--- src/rtl/dsd_cfg.svh ---
// Purpose: Named constants of the dual-channel DAC sample datapath.
// Assumes: Included by the package and by every design module.
// Notes: Register offsets are byte addresses of 8-bit registers.
`ifndef DSD_CFG_SVH
`define DSD_CFG_SVH

// ************************************************************
// Register offsets
// ************************************************************
`define DSD_A_PAGE 12'h008
`define DSD_A_STATUS 12'h030
`define DSD_A_FMT 12'h110
`define DSD_A_ENAB 12'h111
`define DSD_A_INTERP 12'h112
`define DSD_A_OFFEN 12'h135
`define DSD_A_OFFLO 12'h136
`define DSD_A_OFFHI 12'h137
`define DSD_A_FRAC 12'h13A
`define DSD_A_GLO 12'h13C
`define DSD_A_GHI 12'h13D

// ************************************************************
// Field positions
// ************************************************************
`define DSD_B_FMT 7
`define DSD_B_INVS 7
`define DSD_B_GAIN 5
`define DSD_B_OFFEN 0
`define DSD_B_BAD 0

// ************************************************************
// Reset values
// ************************************************************
`define DSD_R_PAGE 2'h3
`define DSD_R_ROLL 1'b1
`define DSD_R_SCAL 1'b1
`define DSD_R_GLO 8'hEA
`define DSD_R_GHI 4'hA

// ************************************************************
// Interpolation mode codes
// ************************************************************
`define DSD_M_1X 3'h0
`define DSD_M_2X 3'h1
`define DSD_M_4X 3'h3
`define DSD_M_8X 3'h4

// ************************************************************
// Arithmetic
// ************************************************************
`define DSD_SMAX 32'sh0000_7FFF
`define DSD_SMIN 32'shFFFF_8000
`define DSD_GAIN_SHIFT 11
`define DSD_FRAC_BITS 4
`define DSD_HB_C 32'sh0000_0009
`define DSD_HB_SHIFT 4
`define DSD_IS_C0 32'shFFFF_FFFF
`define DSD_IS_C1 32'sh0000_0003
`define DSD_IS_C2 32'shFFFF_FFF4
`define DSD_IS_C3 32'sh0000_0114
`define DSD_IS_SHIFT 8
`define DSD_RES_BITS 16

`endif

--- src/rtl/dsd_pkg.sv ---
// Purpose: Types and shared functions of the sample datapath.
// Assumes: dsd_cfg.svh provides the constants.
// Notes: Saturation is shared by every arithmetic stage.
`include "dsd_cfg.svh"

package dsd_pkg;

    typedef logic signed [15:0] dsd_sample_t;

    // Four-state base so the decoded factor can sit on a net
    typedef enum logic [2:0] {DSD_F1, DSD_F2, DSD_F4, DSD_F8, DSD_FBAD} dsd_factor_t;

    function automatic dsd_sample_t dsd_sat16(input logic signed [31:0] v);
        if (v > `DSD_SMAX) begin
            return 16'sh7FFF;
        end else if (v < `DSD_SMIN) begin
            return 16'sh8000;
        end
        return v[15:0];
    endfunction

    function automatic dsd_factor_t dsd_decode(input logic [2:0] m);
        case (m)
            `DSD_M_1X: return DSD_F1;
            `DSD_M_2X: return DSD_F2;
            `DSD_M_4X: return DSD_F4;
            `DSD_M_8X: return DSD_F8;
            default: return DSD_FBAD;
        endcase
    endfunction

    function automatic logic [1:0] dsd_stages(input dsd_factor_t f);
        case (f)
            DSD_F2: return 2'h1;
            DSD_F4: return 2'h2;
            DSD_F8: return 2'h3;
            default: return 2'h0;
        endcase
    endfunction

    function automatic logic dsd_rate_en(input logic [2:0] cnt, input logic [1:0] lg);
        logic [2:0] mask;
        mask = 3'((4'h1 << lg) - 4'h1);
        return (cnt & mask) == 3'h0;
    endfunction

endpackage

--- src/rtl/dsd_datapath.sv ---
// Purpose: Dual-channel sample datapath ahead of the converter cores.
// Assumes: Source presents a sample in every cycle its take strobe is high.
// Notes: Pipeline delay changes when half-band or inverse sinc stages are switched in or out.
`timescale 1ns/1ps
`default_nettype none
`include "dsd_cfg.svh"

// How it works
// Format bit 0 means twos complement input, 1 means offset binary.
// 16-bit offset binary: 0x0000 is negative, 0xFFFF positive full scale.
// 11-bit offset binary: 0xFFE0 is positive full scale, low five bits unused.
// Three cascadable half-band stages, each doubling the sample rate.
// Mode 0 bypass, 1 gives 2x, 3 gives 4x, 4 gives 8x.
// Status flag reads high while the mode field holds an unsupported code.
// Source supplies samples at DAC rate over interpolation factor, within limits.
// All settings kept per channel; writes go to the paged channels.
// Page 1 is channel 0, 2 is channel 1, 3 (reset) both.
// Seven-tap inverse sinc FIR, enable bit set after reset.
// Gain enabled after reset with gain value 0xAEA.
// Sample multiplied by 12-bit unsigned gain divided by 2048.
// Gain value built from low byte and four bits of next register.
// Software should program about 3.3 dB for 4x and 3.5 dB for 8x.
// Keep gain enabled with blanking, else hold transmit permit high.
// DC offset added only while its enable bit is set.
// Offset is 16-bit whole LSBs plus 5-bit signed sixteenths.
// Whole offset low and high bytes come from consecutive registers.
// Sixteenths taken from low five bits, range -16 to 15.
// Gain applied per channel independently for I/Q balance.
// Order: format, interpolation, inverse sinc, gain, offset; bypass is exact.
// Gain and offset results saturate instead of wrapping.
module dsd_datapath import dsd_pkg::*; #(
    parameter int RES_BITS = `DSD_RES_BITS
) (
    // Clock and reset
    input wire logic sys_clk,
    input wire logic rst,
    // Register port
    input wire logic [11:0] reg_addr,
    input wire logic [7:0] reg_wdata,
    input wire logic reg_wr,
    input wire logic reg_rd,
    output logic [7:0] reg_rdata,
    // Sample inputs
    input wire dsd_sample_t ch0_sample,
    input wire dsd_sample_t ch1_sample,
    output logic ch0_take,
    output logic ch1_take,
    // Converter codes
    output dsd_sample_t dac0_code,
    output dsd_sample_t dac1_code
);

    // Unused low bits of a narrower converter are forced to zero in the input sample
    localparam logic [15:0] RES_MASK = 16'(16'hFFFF << (16 - RES_BITS));

    function automatic logic wr_to(input logic [11:0] target);
        return reg_wr && (reg_addr == target);
    endfunction

    logic [1:0] page;
    wire dsd_sample_t in_s [2];
    wire logic [1:0] take;
    wire logic [7:0] rb [2];
    wire logic rd_ch;
    wire logic [7:0] rd_byte;

    assign in_s[0] = ch0_sample;
    assign in_s[1] = ch1_sample;
    assign ch0_take = take[0];
    assign ch1_take = take[1];

    // ************************************************************
    // Page select
    // ************************************************************
    always_ff @(posedge sys_clk) begin
        if (rst) begin
            page <= `DSD_R_PAGE;
        end else if (wr_to(`DSD_A_PAGE)) begin
            page <= reg_wdata[1:0];
        end
    end

    // Reads follow the lowest paged channel
    assign rd_ch = ~page[0] & page[1];
    assign rd_byte = (reg_addr == `DSD_A_PAGE) ? {6'h00, page} : rb[rd_ch];

    always_ff @(posedge sys_clk) begin
        if (rst) begin
            reg_rdata <= 8'h00;
        end else if (reg_rd) begin
            reg_rdata <= rd_byte;
        end
    end

    // ************************************************************
    // Per-channel settings and datapath
    // ************************************************************
    for (genvar c = 0; c < 2; c++) begin : ch_g
        logic fmt_sel;
        logic rolloff_comp_on;
        logic scaling_on;
        logic [2:0] interp_ratio_field;
        logic bias_add_on;
        logic [7:0] off_lo;
        logic [7:0] off_hi;
        logic [4:0] fractional_bias;
        logic [7:0] scal_lo;
        logic [3:0] scal_hi;
        logic [2:0] cnt;
        dsd_sample_t conv;
        dsd_sample_t is_tap [7];
        dsd_sample_t is_y;
        dsd_sample_t g_q;
        dsd_sample_t dac_q;
        logic [3:0] res;
        wire logic wr_c = reg_wr && page[c];
        wire dsd_factor_t fac = dsd_decode(interp_ratio_field);
        wire logic [1:0] k = dsd_stages(fac);
        wire logic bad = (fac == DSD_FBAD);
        wire logic [11:0] scaling_value = {scal_hi, scal_lo};
        wire logic signed [15:0] whole_bias = {off_hi, off_lo};
        wire dsd_sample_t hb_in [3];
        wire dsd_sample_t hb_out [3];
        wire dsd_sample_t chain;
        wire dsd_sample_t in_flip;
        wire logic signed [31:0] is_sum;
        wire dsd_sample_t is_val;
        wire logic signed [31:0] prod;
        wire logic signed [31:0] ofs_sum;

        always_ff @(posedge sys_clk) begin
            if (rst) begin
                fmt_sel <= 1'b0;
                rolloff_comp_on <= `DSD_R_ROLL;
                scaling_on <= `DSD_R_SCAL;
                interp_ratio_field <= `DSD_M_1X;
                bias_add_on <= 1'b0;
                off_lo <= 8'h00;
                off_hi <= 8'h00;
                fractional_bias <= 5'h00;
                scal_lo <= `DSD_R_GLO;
                scal_hi <= `DSD_R_GHI;
            end else if (wr_c) begin
                if (reg_addr == `DSD_A_FMT) begin
                    fmt_sel <= reg_wdata[`DSD_B_FMT];
                end
                if (reg_addr == `DSD_A_ENAB) begin
                    rolloff_comp_on <= reg_wdata[`DSD_B_INVS];
                    scaling_on <= reg_wdata[`DSD_B_GAIN];
                end
                if (reg_addr == `DSD_A_INTERP) begin
                    interp_ratio_field <= reg_wdata[2:0];
                end
                if (reg_addr == `DSD_A_OFFEN) begin
                    bias_add_on <= reg_wdata[`DSD_B_OFFEN];
                end
                if (reg_addr == `DSD_A_OFFLO) begin
                    off_lo <= reg_wdata;
                end
                if (reg_addr == `DSD_A_OFFHI) begin
                    off_hi <= reg_wdata;
                end
                if (reg_addr == `DSD_A_FRAC) begin
                    fractional_bias <= reg_wdata[4:0];
                end
                if (reg_addr == `DSD_A_GLO) begin
                    scal_lo <= reg_wdata;
                end
                if (reg_addr == `DSD_A_GHI) begin
                    scal_hi <= reg_wdata[3:0];
                end
            end
        end

        // Readback of this channel's registers
        assign rb[c] =
            (reg_addr == `DSD_A_STATUS) ? 8'(8'(bad) << `DSD_B_BAD) :
            (reg_addr == `DSD_A_FMT) ? 8'(8'(fmt_sel) << `DSD_B_FMT) :
            (reg_addr == `DSD_A_ENAB) ? 8'((8'(rolloff_comp_on) << `DSD_B_INVS)
                | (8'(scaling_on) << `DSD_B_GAIN)) :
            (reg_addr == `DSD_A_INTERP) ? {5'h00, interp_ratio_field} :
            (reg_addr == `DSD_A_OFFEN) ? 8'(8'(bias_add_on) << `DSD_B_OFFEN) :
            (reg_addr == `DSD_A_OFFLO) ? off_lo :
            (reg_addr == `DSD_A_OFFHI) ? off_hi :
            (reg_addr == `DSD_A_FRAC) ? {3'h0, fractional_bias} :
            (reg_addr == `DSD_A_GLO) ? scal_lo :
            (reg_addr == `DSD_A_GHI) ? {4'h0, scal_hi} : 8'h00;

        // Input rate is the DAC rate over the factor; unsupported codes run 1x
        always_ff @(posedge sys_clk) begin
            if (rst) begin
                cnt <= 3'h0;
            end else begin
                cnt <= cnt + 3'h1;
            end
        end
        assign take[c] = dsd_rate_en(cnt, k);

        // Offset binary differs from twos complement only in the sign bit
        assign in_flip = {~in_s[c][15], in_s[c][14:0]};
        always_ff @(posedge sys_clk) begin
            if (rst) begin
                conv <= 16'sh0000;
            end else if (take[c]) begin
                conv <= (fmt_sel ? in_flip : in_s[c]) & RES_MASK; // see R1
            end
        end

        // Half-band cascade, stage j runs at factor 2^(k-j) below DAC rate
        for (genvar j = 0; j < 3; j++) begin : hb_g
            wire logic [1:0] in_lg = (k > 2'(j)) ? 2'(k - 2'(j)) : 2'h0;
            wire logic [1:0] out_lg = (k > 2'(j)) ? 2'(k - 2'(j) - 2'h1) : 2'h0;
            if (j == 0) begin : first_g
                assign hb_in[j] = conv;
            end else begin : next_g
                assign hb_in[j] = hb_out[j-1];
            end
            dsd_halfband u_hb (
                .sys_clk(sys_clk),
                .rst(rst),
                .in_en(dsd_rate_en(cnt, in_lg)),
                .out_en(dsd_rate_en(cnt, out_lg)),
                .in_sample(hb_in[j]),
                .out_sample(hb_out[j])
            );
        end
        assign chain = (k == 2'h0) ? conv : hb_out[2'(k - 2'h1)];

        // Inverse sinc, symmetric seven taps at the DAC rate
        assign is_sum = `DSD_IS_C0 * (32'(is_tap[0]) + 32'(is_tap[6]))
            + `DSD_IS_C1 * (32'(is_tap[1]) + 32'(is_tap[5]))
            + `DSD_IS_C2 * (32'(is_tap[2]) + 32'(is_tap[4]))
            + `DSD_IS_C3 * 32'(is_tap[3]);
        assign is_val = dsd_sat16(is_sum >>> `DSD_IS_SHIFT);

        // Gain: a 13-bit positive multiplier keeps the product in 29 bits
        assign prod = 32'(is_y) * $signed({20'h0_0000, scaling_value}); // see R12
        // Offset in sixteenths, residue fed back so sub-LSB steps average out
        assign ofs_sum = (32'(g_q) <<< `DSD_FRAC_BITS)
            + (32'(whole_bias) <<< `DSD_FRAC_BITS)
            + 32'($signed(fractional_bias))
            + $signed({28'h000_0000, res});

        always_ff @(posedge sys_clk) begin
            if (rst) begin
                for (int i = 0; i < 7; i++) begin
                    is_tap[i] <= 16'sh0000;
                end
                is_y <= 16'sh0000;
                g_q <= 16'sh0000;
                dac_q <= 16'sh0000;
                res <= 4'h0;
            end else begin
                is_tap[0] <= chain;
                for (int i = 1; i < 7; i++) begin
                    is_tap[i] <= is_tap[i-1];
                end
                is_y <= rolloff_comp_on ? is_val : chain;
                g_q <= scaling_on ? dsd_sat16(prod >>> `DSD_GAIN_SHIFT) : is_y;
                if (bias_add_on) begin
                    dac_q <= dsd_sat16(ofs_sum >>> `DSD_FRAC_BITS); // see R16
                    res <= ofs_sum[3:0];
                end else begin
                    dac_q <= g_q;
                end
            end
        end
    end

    assign dac0_code = ch_g[0].dac_q;
    assign dac1_code = ch_g[1].dac_q;

    // ************************************************************
    // Checks
    // ************************************************************
    a_page_reset: assert property (@(posedge sys_clk)
        rst |=> (page == `DSD_R_PAGE))
        else $error("page not both channels after reset");

    a_gain_default: assert property (@(posedge sys_clk)
        rst |=> (ch_g[1].scaling_on && ch_g[1].scaling_value == 12'hAEA))
        else $error("gain default wrong");

    a_invsinc_reset: assert property (@(posedge sys_clk)
        rst |=> ch_g[0].rolloff_comp_on)
        else $error("inverse sinc not enabled after reset");

    a_bad_mode_flag: assert property (@(posedge sys_clk) disable iff (rst)
        (reg_wr && reg_addr == `DSD_A_INTERP && page[0] && reg_wdata[2:0] == 3'h2)
        |=> ch_g[0].bad ##0 (rb[0] == 8'h01 || reg_addr != `DSD_A_STATUS))
        else $error("unsupported mode not flagged");

    // A mode write may end the 8x spacing early; only 8x cycles are judged
    a_take_8x: assert property (@(posedge sys_clk) disable iff (rst)
        (take[0] && ch_g[0].k == 2'h3)
        |=> (!take[0] || ch_g[0].k != 2'h3)[*7]
        ##1 (take[0] || ch_g[0].k != 2'h3))
        else $error("8x input spacing wrong");

    a_page_guard: assert property (@(posedge sys_clk) disable iff (rst)
        (reg_wr && page == 2'h2) |=> $stable(ch_g[0].scal_lo) && $stable(ch_g[0].fmt_sel))
        else $error("channel 0 written while paged out");

    a_fmt_flip: assert property (@(posedge sys_clk) disable iff (rst)
        (take[0] && ch_g[0].fmt_sel && !reg_wr)
        |=> (ch_g[0].conv[15] != $past(ch0_sample[15])))
        else $error("offset binary sign not inverted");

    a_gain_bypass: assert property (@(posedge sys_clk) disable iff (rst)
        (!ch_g[0].scaling_on && !reg_wr) |=> (ch_g[0].g_q == $past(ch_g[0].is_y)))
        else $error("disabled gain altered data");

    a_offset_off: assert property (@(posedge sys_clk) disable iff (rst)
        (!ch_g[1].bias_add_on && !reg_wr) |=> (dac1_code == $past(ch_g[1].g_q)))
        else $error("offset applied while disabled");

endmodule

`default_nettype wire

--- src/rtl/dsd_halfband.sv ---
// Purpose: One 2x half-band interpolation stage.
// Assumes: in_en pulses only on cycles where out_en also pulses.
// Notes: Polyphase form, original samples pass through unchanged.
`timescale 1ns/1ps
`default_nettype none
`include "dsd_cfg.svh"

module dsd_halfband import dsd_pkg::*; (
    // Clock and reset
    input wire logic sys_clk,
    input wire logic rst,
    // Rate enables
    input wire logic in_en,
    input wire logic out_en,
    // Samples
    input wire dsd_sample_t in_sample,
    output dsd_sample_t out_sample
);

    dsd_sample_t tap [4];
    wire logic signed [31:0] mid_sum;
    wire dsd_sample_t mid_val;

    // ************************************************************
    // Midpoint between the two centre taps
    // ************************************************************
    assign mid_sum = `DSD_HB_C * (32'(tap[1]) + 32'(tap[2])) - 32'(tap[0]) - 32'(tap[3]);
    assign mid_val = dsd_sat16(mid_sum >>> `DSD_HB_SHIFT);

    always_ff @(posedge sys_clk) begin
        if (rst) begin
            for (int i = 0; i < 4; i++) begin
                tap[i] <= 16'sh0000;
            end
            out_sample <= 16'sh0000;
        end else begin
            if (in_en) begin
                tap[0] <= in_sample;
                for (int i = 1; i < 4; i++) begin
                    tap[i] <= tap[i-1];
                end
            end
            // Even phase passes an input sample, odd phase the midpoint
            if (out_en) begin
                out_sample <= in_en ? tap[1] : mid_val;
            end
        end
    end

endmodule

`default_nettype wire

--- config.mk ---
export PLATFORM = sky130hd
export DESIGN_NAME = dsd_datapath
export DESIGN_NICKNAME = d
export VERILOG_FILES = /design/src/rtl/dsd_pkg.sv /design/src/rtl/dsd_datapath.sv /design/src/rtl/dsd_halfband.sv
export VERILOG_INCLUDE_DIRS = /design/src /design/src/rtl
export SDC_FILE = /design/constraint.sdc
export NUM_CORES = 2
export LEC_CHECK = 0
export ABC_AREA = 0
export BUFFER_PORTS_ARGS = -buffer_cell sky130_fd_sc_hd__buf_2
export CORE_MARGIN = 10
export CORE_UTILIZATION = 50
export CTS_CLUSTER_DIAMETER = 30
export DETAILED_ROUTE_END_ITERATION = 12
export PLACE_DENSITY = 0.74
export SYNTH_ARGS = -nofsm -noshare
export SYNTH_HDL_FRONTEND = slang
export SYNTH_SLANG_ARGS = --single-unit
--- constraint.sdc ---
create_clock -name sys_clk -period 12.15 [get_ports sys_clk]
set_input_delay 1.8225 -clock sys_clk [delete_from_list [all_inputs] [get_ports sys_clk]]
set_output_delay 1.8225 -clock sys_clk [all_outputs]
set_load 0.05 [all_outputs]
* Word level (Yosys, flattened, before mapping)
Memories as Yosys holds them, arrays and structs flattened. Cells that the tools add are included.
Storage, ports and cells: ROM bits 0, memories 8, latch bits 0, logic and storage cells 483, memory bits (writable) 608, register bits 328
Operators by class: multiplexer cells 187, equal/unequal tests 25, $add $sub $neg 62, div/mod/pow operators 0, $mul 14, reductions and logical operators 39, bitwise logic cells 61, order comparisons 33, shifts and indexed selects 14
Memory list:
- ch_g[0].is_tap | words 7, width 16, rd ports 7, clocked after memory_dff 0, wr ports 7, line dsd_datapath.sv:111 | dsd_sample_t is_tap [7];
- ch_g[1].is_tap | words 7, width 16, rd ports 7, clocked after memory_dff 0, wr ports 7, line dsd_datapath.sv:111
- ch_g[0].hb_g[0].u_hb.tap | words 4, width 16, rd ports 4, clocked after memory_dff 0, wr ports 4, line dsd_halfband.sv:20 | dsd_sample_t tap [4];
- ch_g[0].hb_g[1].u_hb.tap | words 4, width 16, rd ports 4, clocked after memory_dff 0, wr ports 4, line dsd_halfband.sv:20
- ch_g[0].hb_g[2].u_hb.tap | words 4, width 16, rd ports 4, clocked after memory_dff 0, wr ports 4, line dsd_halfband.sv:20
- ch_g[1].hb_g[0].u_hb.tap | words 4, width 16, rd ports 4, clocked after memory_dff 0, wr ports 4, line dsd_halfband.sv:20
- +2 memories
Operators by type and width (count):
- $mux 16 | 94
- $sub 32x16->32 | 12
- $add 16x16->17 | 12
- $mul 5x32->32 const A | 6
- $mux 8 | 22
- $gt 28x16->1 const B | 6
- $lt 28x16->1 const B | 6
- $eq 12x9->1 const B | 9
- $mul 3x17->20 const A | 4
- $add 32x20->32 | 2
- $add 32x22->32 | 2
- $add 32x26->32 | 2
- $bmux 16 s2 | 2
- $neg 17->32 | 2
- $mul 16x13->29 | 2
- $mux 1 | 51
- $gt 24x16->1 const B | 2
- $logic_not 3->1 | 16
- $lt 24x16->1 const B | 2
- $mul 8x16->24 const A | 2
- $add 22x5->23 | 2
- $add 21x5->22 | 2
- $add 20x20->21 | 2
- $and 3x3->3 | 14
- other kinds (31) | 159

* Depth between registers and ports, before layout
word-level depth 15, gate-level depth with buffers 43, depth with buffers taken out 42

* Cells and area by module
A second synthesis with hierarchy kept.
Unflattened totals: cell total of the unflattened synthesis 9034, area, all modules 85990.0 um2
Modules (own cells, without submodules):
- dsd_datapath | sequential area each 9128.8 um2, times used 1, cells an instance 5332, area each 47395.5 um2
- dsd_halfband | sequential area each 2242.2 um2, times used 6, cells an instance 617, area each 6432.4 um2

* Worst setup path before layout
Ideal clock, no wire load.
path kind register to register, start mem ch_g[1].is_tap[4][0] (netlist bit), end reg ch_g[1].is_y[0], data required time 12030 ps, setup time 120 ps, arrival 8618 ps, cell stages (with the launch flop) 41, period minus slack after synthesis 8738 ps, path slack 3412 ps, cells stage by stage dfxtp_1 -> ha_1 -> inv_1 -> fa_1 -> nor2b_1 -> o21ai_0 -> a21boi_0 -> o21ai_0 -> a21boi_0 -> o21ai_0 -> a21boi_0 -> o21ai_0 -> nor2b_1 -> xnor2_1 -> xnor2_1 -> ha_1 -> ha_1 -> o21ai_0 -> [... 5 more ...] -> inv_1 -> fa_1 -> fa_1 -> inv_1 -> fa_1 -> inv_1 -> ha_1 -> a21o_1 -> a211o_1 -> a21o_1 -> o2111ai_2 -> nand3_2 -> a211o_1 -> a2111oi_4 -> o22ai_1 -> nor2b_4 -> buf_6 -> a211o_1
RTL lines:
- start, declared | line dsd_datapath.sv:111
- end signal, assigned | line dsd_datapath.sv:258 | is_y <= rolloff_comp_on ? is_val : chain;
- end, declared | line dsd_datapath.sv:112 | dsd_sample_t is_y;

==> summary.txt <==
=================================================================================
Run status                                                           complete, no violations
Final-report max-slew violation count                                           0
Vertical die dimension                                                     426 um
Main synth FF type                                                   sky130_fd_sc_hd__dfxtp_1
Critical path type                                                     reg -> reg
Number of optimization iterations in the first detailed-route pass              6
Number of buffers added by the clock tree synthesis step                      216
Net count of the finished layout                                            10400
Sequential element share of the synthesized area                            0.274
Cell area after placement                                             85000 sq um
Element type at the critical path end                                    register
Final Hold Fails                                                                0
Maximum clock frequency                                                   102 MHz
Area enclosed by the die boundary                                    182000 sq um
Maximum clock path buffer count                                                 3
Most Frequent Cell on Critical Path                                  sky130_fd_sc_hd__o21ai_0
Initial cell density of the core                                            0.502
Final-layout setup total negative slack                                      0 ps
Max Cap Viol                                                                    0
Area grow syn2layout                                                        12.4%
Fraction of registers with async set/reset                                      0
Clock tree from TritonCTS                                                   built
Count of flip-flops with a built-in enable after synthesis                    384
Count of yosys warnings during synthesis                                        0
Routability cong.                                                           0.921
Cell area after layout                                                92800 sq um
Average footprint of a synthesized cell                                9.66 sq um
Global route total overflow                                                     0
Critical path data required time                                         12780 ps
Min-Delay Path Class                                                   reg -> reg
Critical path launch point type                                          register
Worst hold slack after final layout                                        437 ps
Max FO, Critical Path                                                          15
Worst endpoint data arrival time                                         10450 ps
CTS clock-pin slew for the worst setup and hold paths                       50 ps
Rel. slew slack                                                             0.205
First-pass GRT wire length                                              339000 um
Post-cts gate resize count                                                      0
Master of the slowest instance on the critical path                  sky130_fd_sc_hd__o31ai_2
Vias in the first global route                                              63900
Cells after synthesis                                                        8543
Number of DRC markers in iteration 0                                         4426
Slew at the pin closest to its max-slew limit                             1180 ps
Clock latency of the later-clocked register in the worst-skew pair         860 ps
Total core area                                                      165000 sq um
H-tree level count                                                              4
DPL Wire Length                                                         158000 um
Final wirelength                                                        208000 um
End-of-flow core utilization                                                0.564
Number of vias in the routed layout                                         61200
Cell at the root of the clock tree                                   sky130_fd_sc_hd__clkbuf_16
Largest net degree at the start of global routing                             108
Post-Syn Nets                                                               10400
Aggregate global-route resource usage                                       0.230
Buffers on Ports                                                               97
Post CTS Setup Buffer Count                                                     0
Longest individual stage delay on the worst path                           840 ps
Count of hold-fix buffers inserted at cts                                       0
Routed len/inst                                                           18.9 um
Fraction of final layout cells with drive strength greater than 1          0.0755
Final critical path time including I/O delays and setup                   9820 ps
Detailed-route vias per instance                                             5.58
Number of clock sinks                                                         936
Setup repair after global routing missed its margin                         false
#FFs+latches synth                                                            936
Setup-violating endpoint count in the final report                              0
Number of placement rows                                                      149
Count of unique library cells instantiated by Yosys                           112
Number of placed I/O pins                                                      98
Number of nets still failing antenna checks after routing                       0
Chip Width                                                                 426 um
Worst Skew                                                                71.4 ps
Part of the cycle the worst path needs                                      0.808
Number of DRC violations after detailed routing                                 0
Number of antenna violations at the first check in global routing               3
Mapped Area                                                           82600 sq um
=================================================================================
-- placed cells by master, fill, tap and decap left out, drive strengths merged, types with 45 or more instances in the layout --
| cell | n |
|---|---|
| mux2i | 81 |
| nor2 | 427 |
| nor2b | 212 |
| and3 | 174 |
| nor3 | 195 |
| nand2 | 671 |
| fa | 758 |
| a21o | 102 |
| o21ai | 274 |
| xor2 | 119 |
| nand2b | 75 |
| ha | 1035 |
| buf | 140 |
| a21oi | 394 |
| o21bai | 58 |
| dfxtp | 552 |
| inv | 1287 |
| xnor2 | 292 |
| o21a | 45 |
| and2 | 375 |
| clkinv | 67 |
| nand3 | 102 |
| edfxtp | 384 |
| clkbuf | 253 |
| a211oi | 84 |
-- logic make-up (layout without fill, tap and decap cells) --
family	Yosys count	count (layout)	synth area share
buf+inv	1547	1794	0.0711
xor+xnor	411	411	0.0436
fa+ha+maj	1794	1794	0.341
flops	936	936	0.274
simple gates	2357	2357	0.142
other cells	0	2	0
compound gates	1399	1399	0.116
mux	99	99	0.0123
-- routing by layer --
metal	global-route usage	vias to the layer above	routed length (um)
met4	0.101	2	9600
met5	0	-	13
met3	0.0361	498	11700
met2	0.389	1871	99900
li1	-	28900	-
met1	0.290	30000	86500
-- path summary, 6_finish.rpt --
check | startpoint | to | slack [ps] | depth (start not counted)
worst min-delay path | ch_g[0].is_tap[0][12] | ch_g[0].is_tap[1][12] | 440 | 2
worst min register to register | ch_g[0].is_tap[0][12] | ch_g[0].is_tap[1][12] | 440 | 2
worst max-delay path | ch_g[0].is_tap[4][0] | ch_g[0].is_y[0] | 2330 | 38
worst max register to register | ch_g[0].is_tap[4][0] | ch_g[0].is_y[0] | 2330 | 38
-- worst max-delay path, delay by kind of cell, from the launching register on --
family,cells,cell delay (ps)
AOI/OAI and AO/OA,17,4160
xor gates and xnor gates,3,650
adders and majority gates,9,3480
buffers and inverters,4,210
DFF,1,330
and+or+nand+nor,5,770
-- state kept, by name, indices dropped and copies added (netlist names), 6 cells and up --
register and cells:
ch_g.cnt 6, ch_g.hb_g.u_hb.out_sample 96, reg_rdata 8, ch_g.is_y 32
dac0_code 16, ch_g.fractional_bias 10, ch_g.off_hi 16, ch_g.off_lo 16
ch_g.conv 32, ch_g.scal_hi 8, ch_g.scal_lo 16, ch_g.hb_g.u_hb.tap 384
ch_g.res 8, ch_g.is_tap 224, dac1_code 16, ch_g.interp_ratio_field 6
ch_g.g_q 32
-- layout make-up --
type                       instances  area [sq um]
timing repair buffer             140           818
inverter                        1241          4660
antenna                            2          5.00
multi-input combinational       6060         54200
clock inverter                   160          2000
clock buffer                     253          5810
fill                           13700         71800
sequential                       936         22600
tap                             2189          2740
-- synth_stat cells (all sizes together), types with 18 or more instances --
library cell / number / share of area
o21a: 45 / 0.0041
and2: 375 / 0.028
fa: 758 / 0.18
or3: 25 / 0.0019
o211ai: 38 / 0.0035
a221o: 32 / 0.0039
nand3: 102 / 0.0063
a211o: 36 / 0.0038
mux2: 18 / 0.0025
edfxtp: 384 / 0.14
nand2: 671 / 0.031
o22ai: 22 / 0.0017
o21bai: 58 / 0.0053
o221ai: 38 / 0.0042
nor3: 195 / 0.012
inv: 1241 / 0.056
dfxtp: 552 / 0.13
nor2b: 212 / 0.016
nor2: 427 / 0.019
ha: 1035 / 0.16
buf: 31 / 0.0022
or2: 29 / 0.0022
a221oi: 28 / 0.0032
a31oi: 32 / 0.0029
a211oi: 84 / 0.0081
a2111oi: 29 / 0.0045
a21o: 102 / 0.0093
xor2: 119 / 0.013
a21oi: 394 / 0.024
mux2i: 81 / 0.0098
nand4: 18 / 0.0014
o21ai: 274 / 0.017
clkbuf: 275 / 0.013
nand2b: 75 / 0.0058
xnor2: 292 / 0.031
and3: 174 / 0.013
-- through the flow --
step / setup slack [ps] / instances
floorplan: 3410 / 8543
global placement: 2760 / 10600
detailed placement: 2540 / 10600
CTS: 2430 / 11000
global route: 1600 / 11000
finish: 2330 / 11000
Power is not shown: default switching activity piles up to over one toggle a cycle in this logic, so the estimate is an artifact.
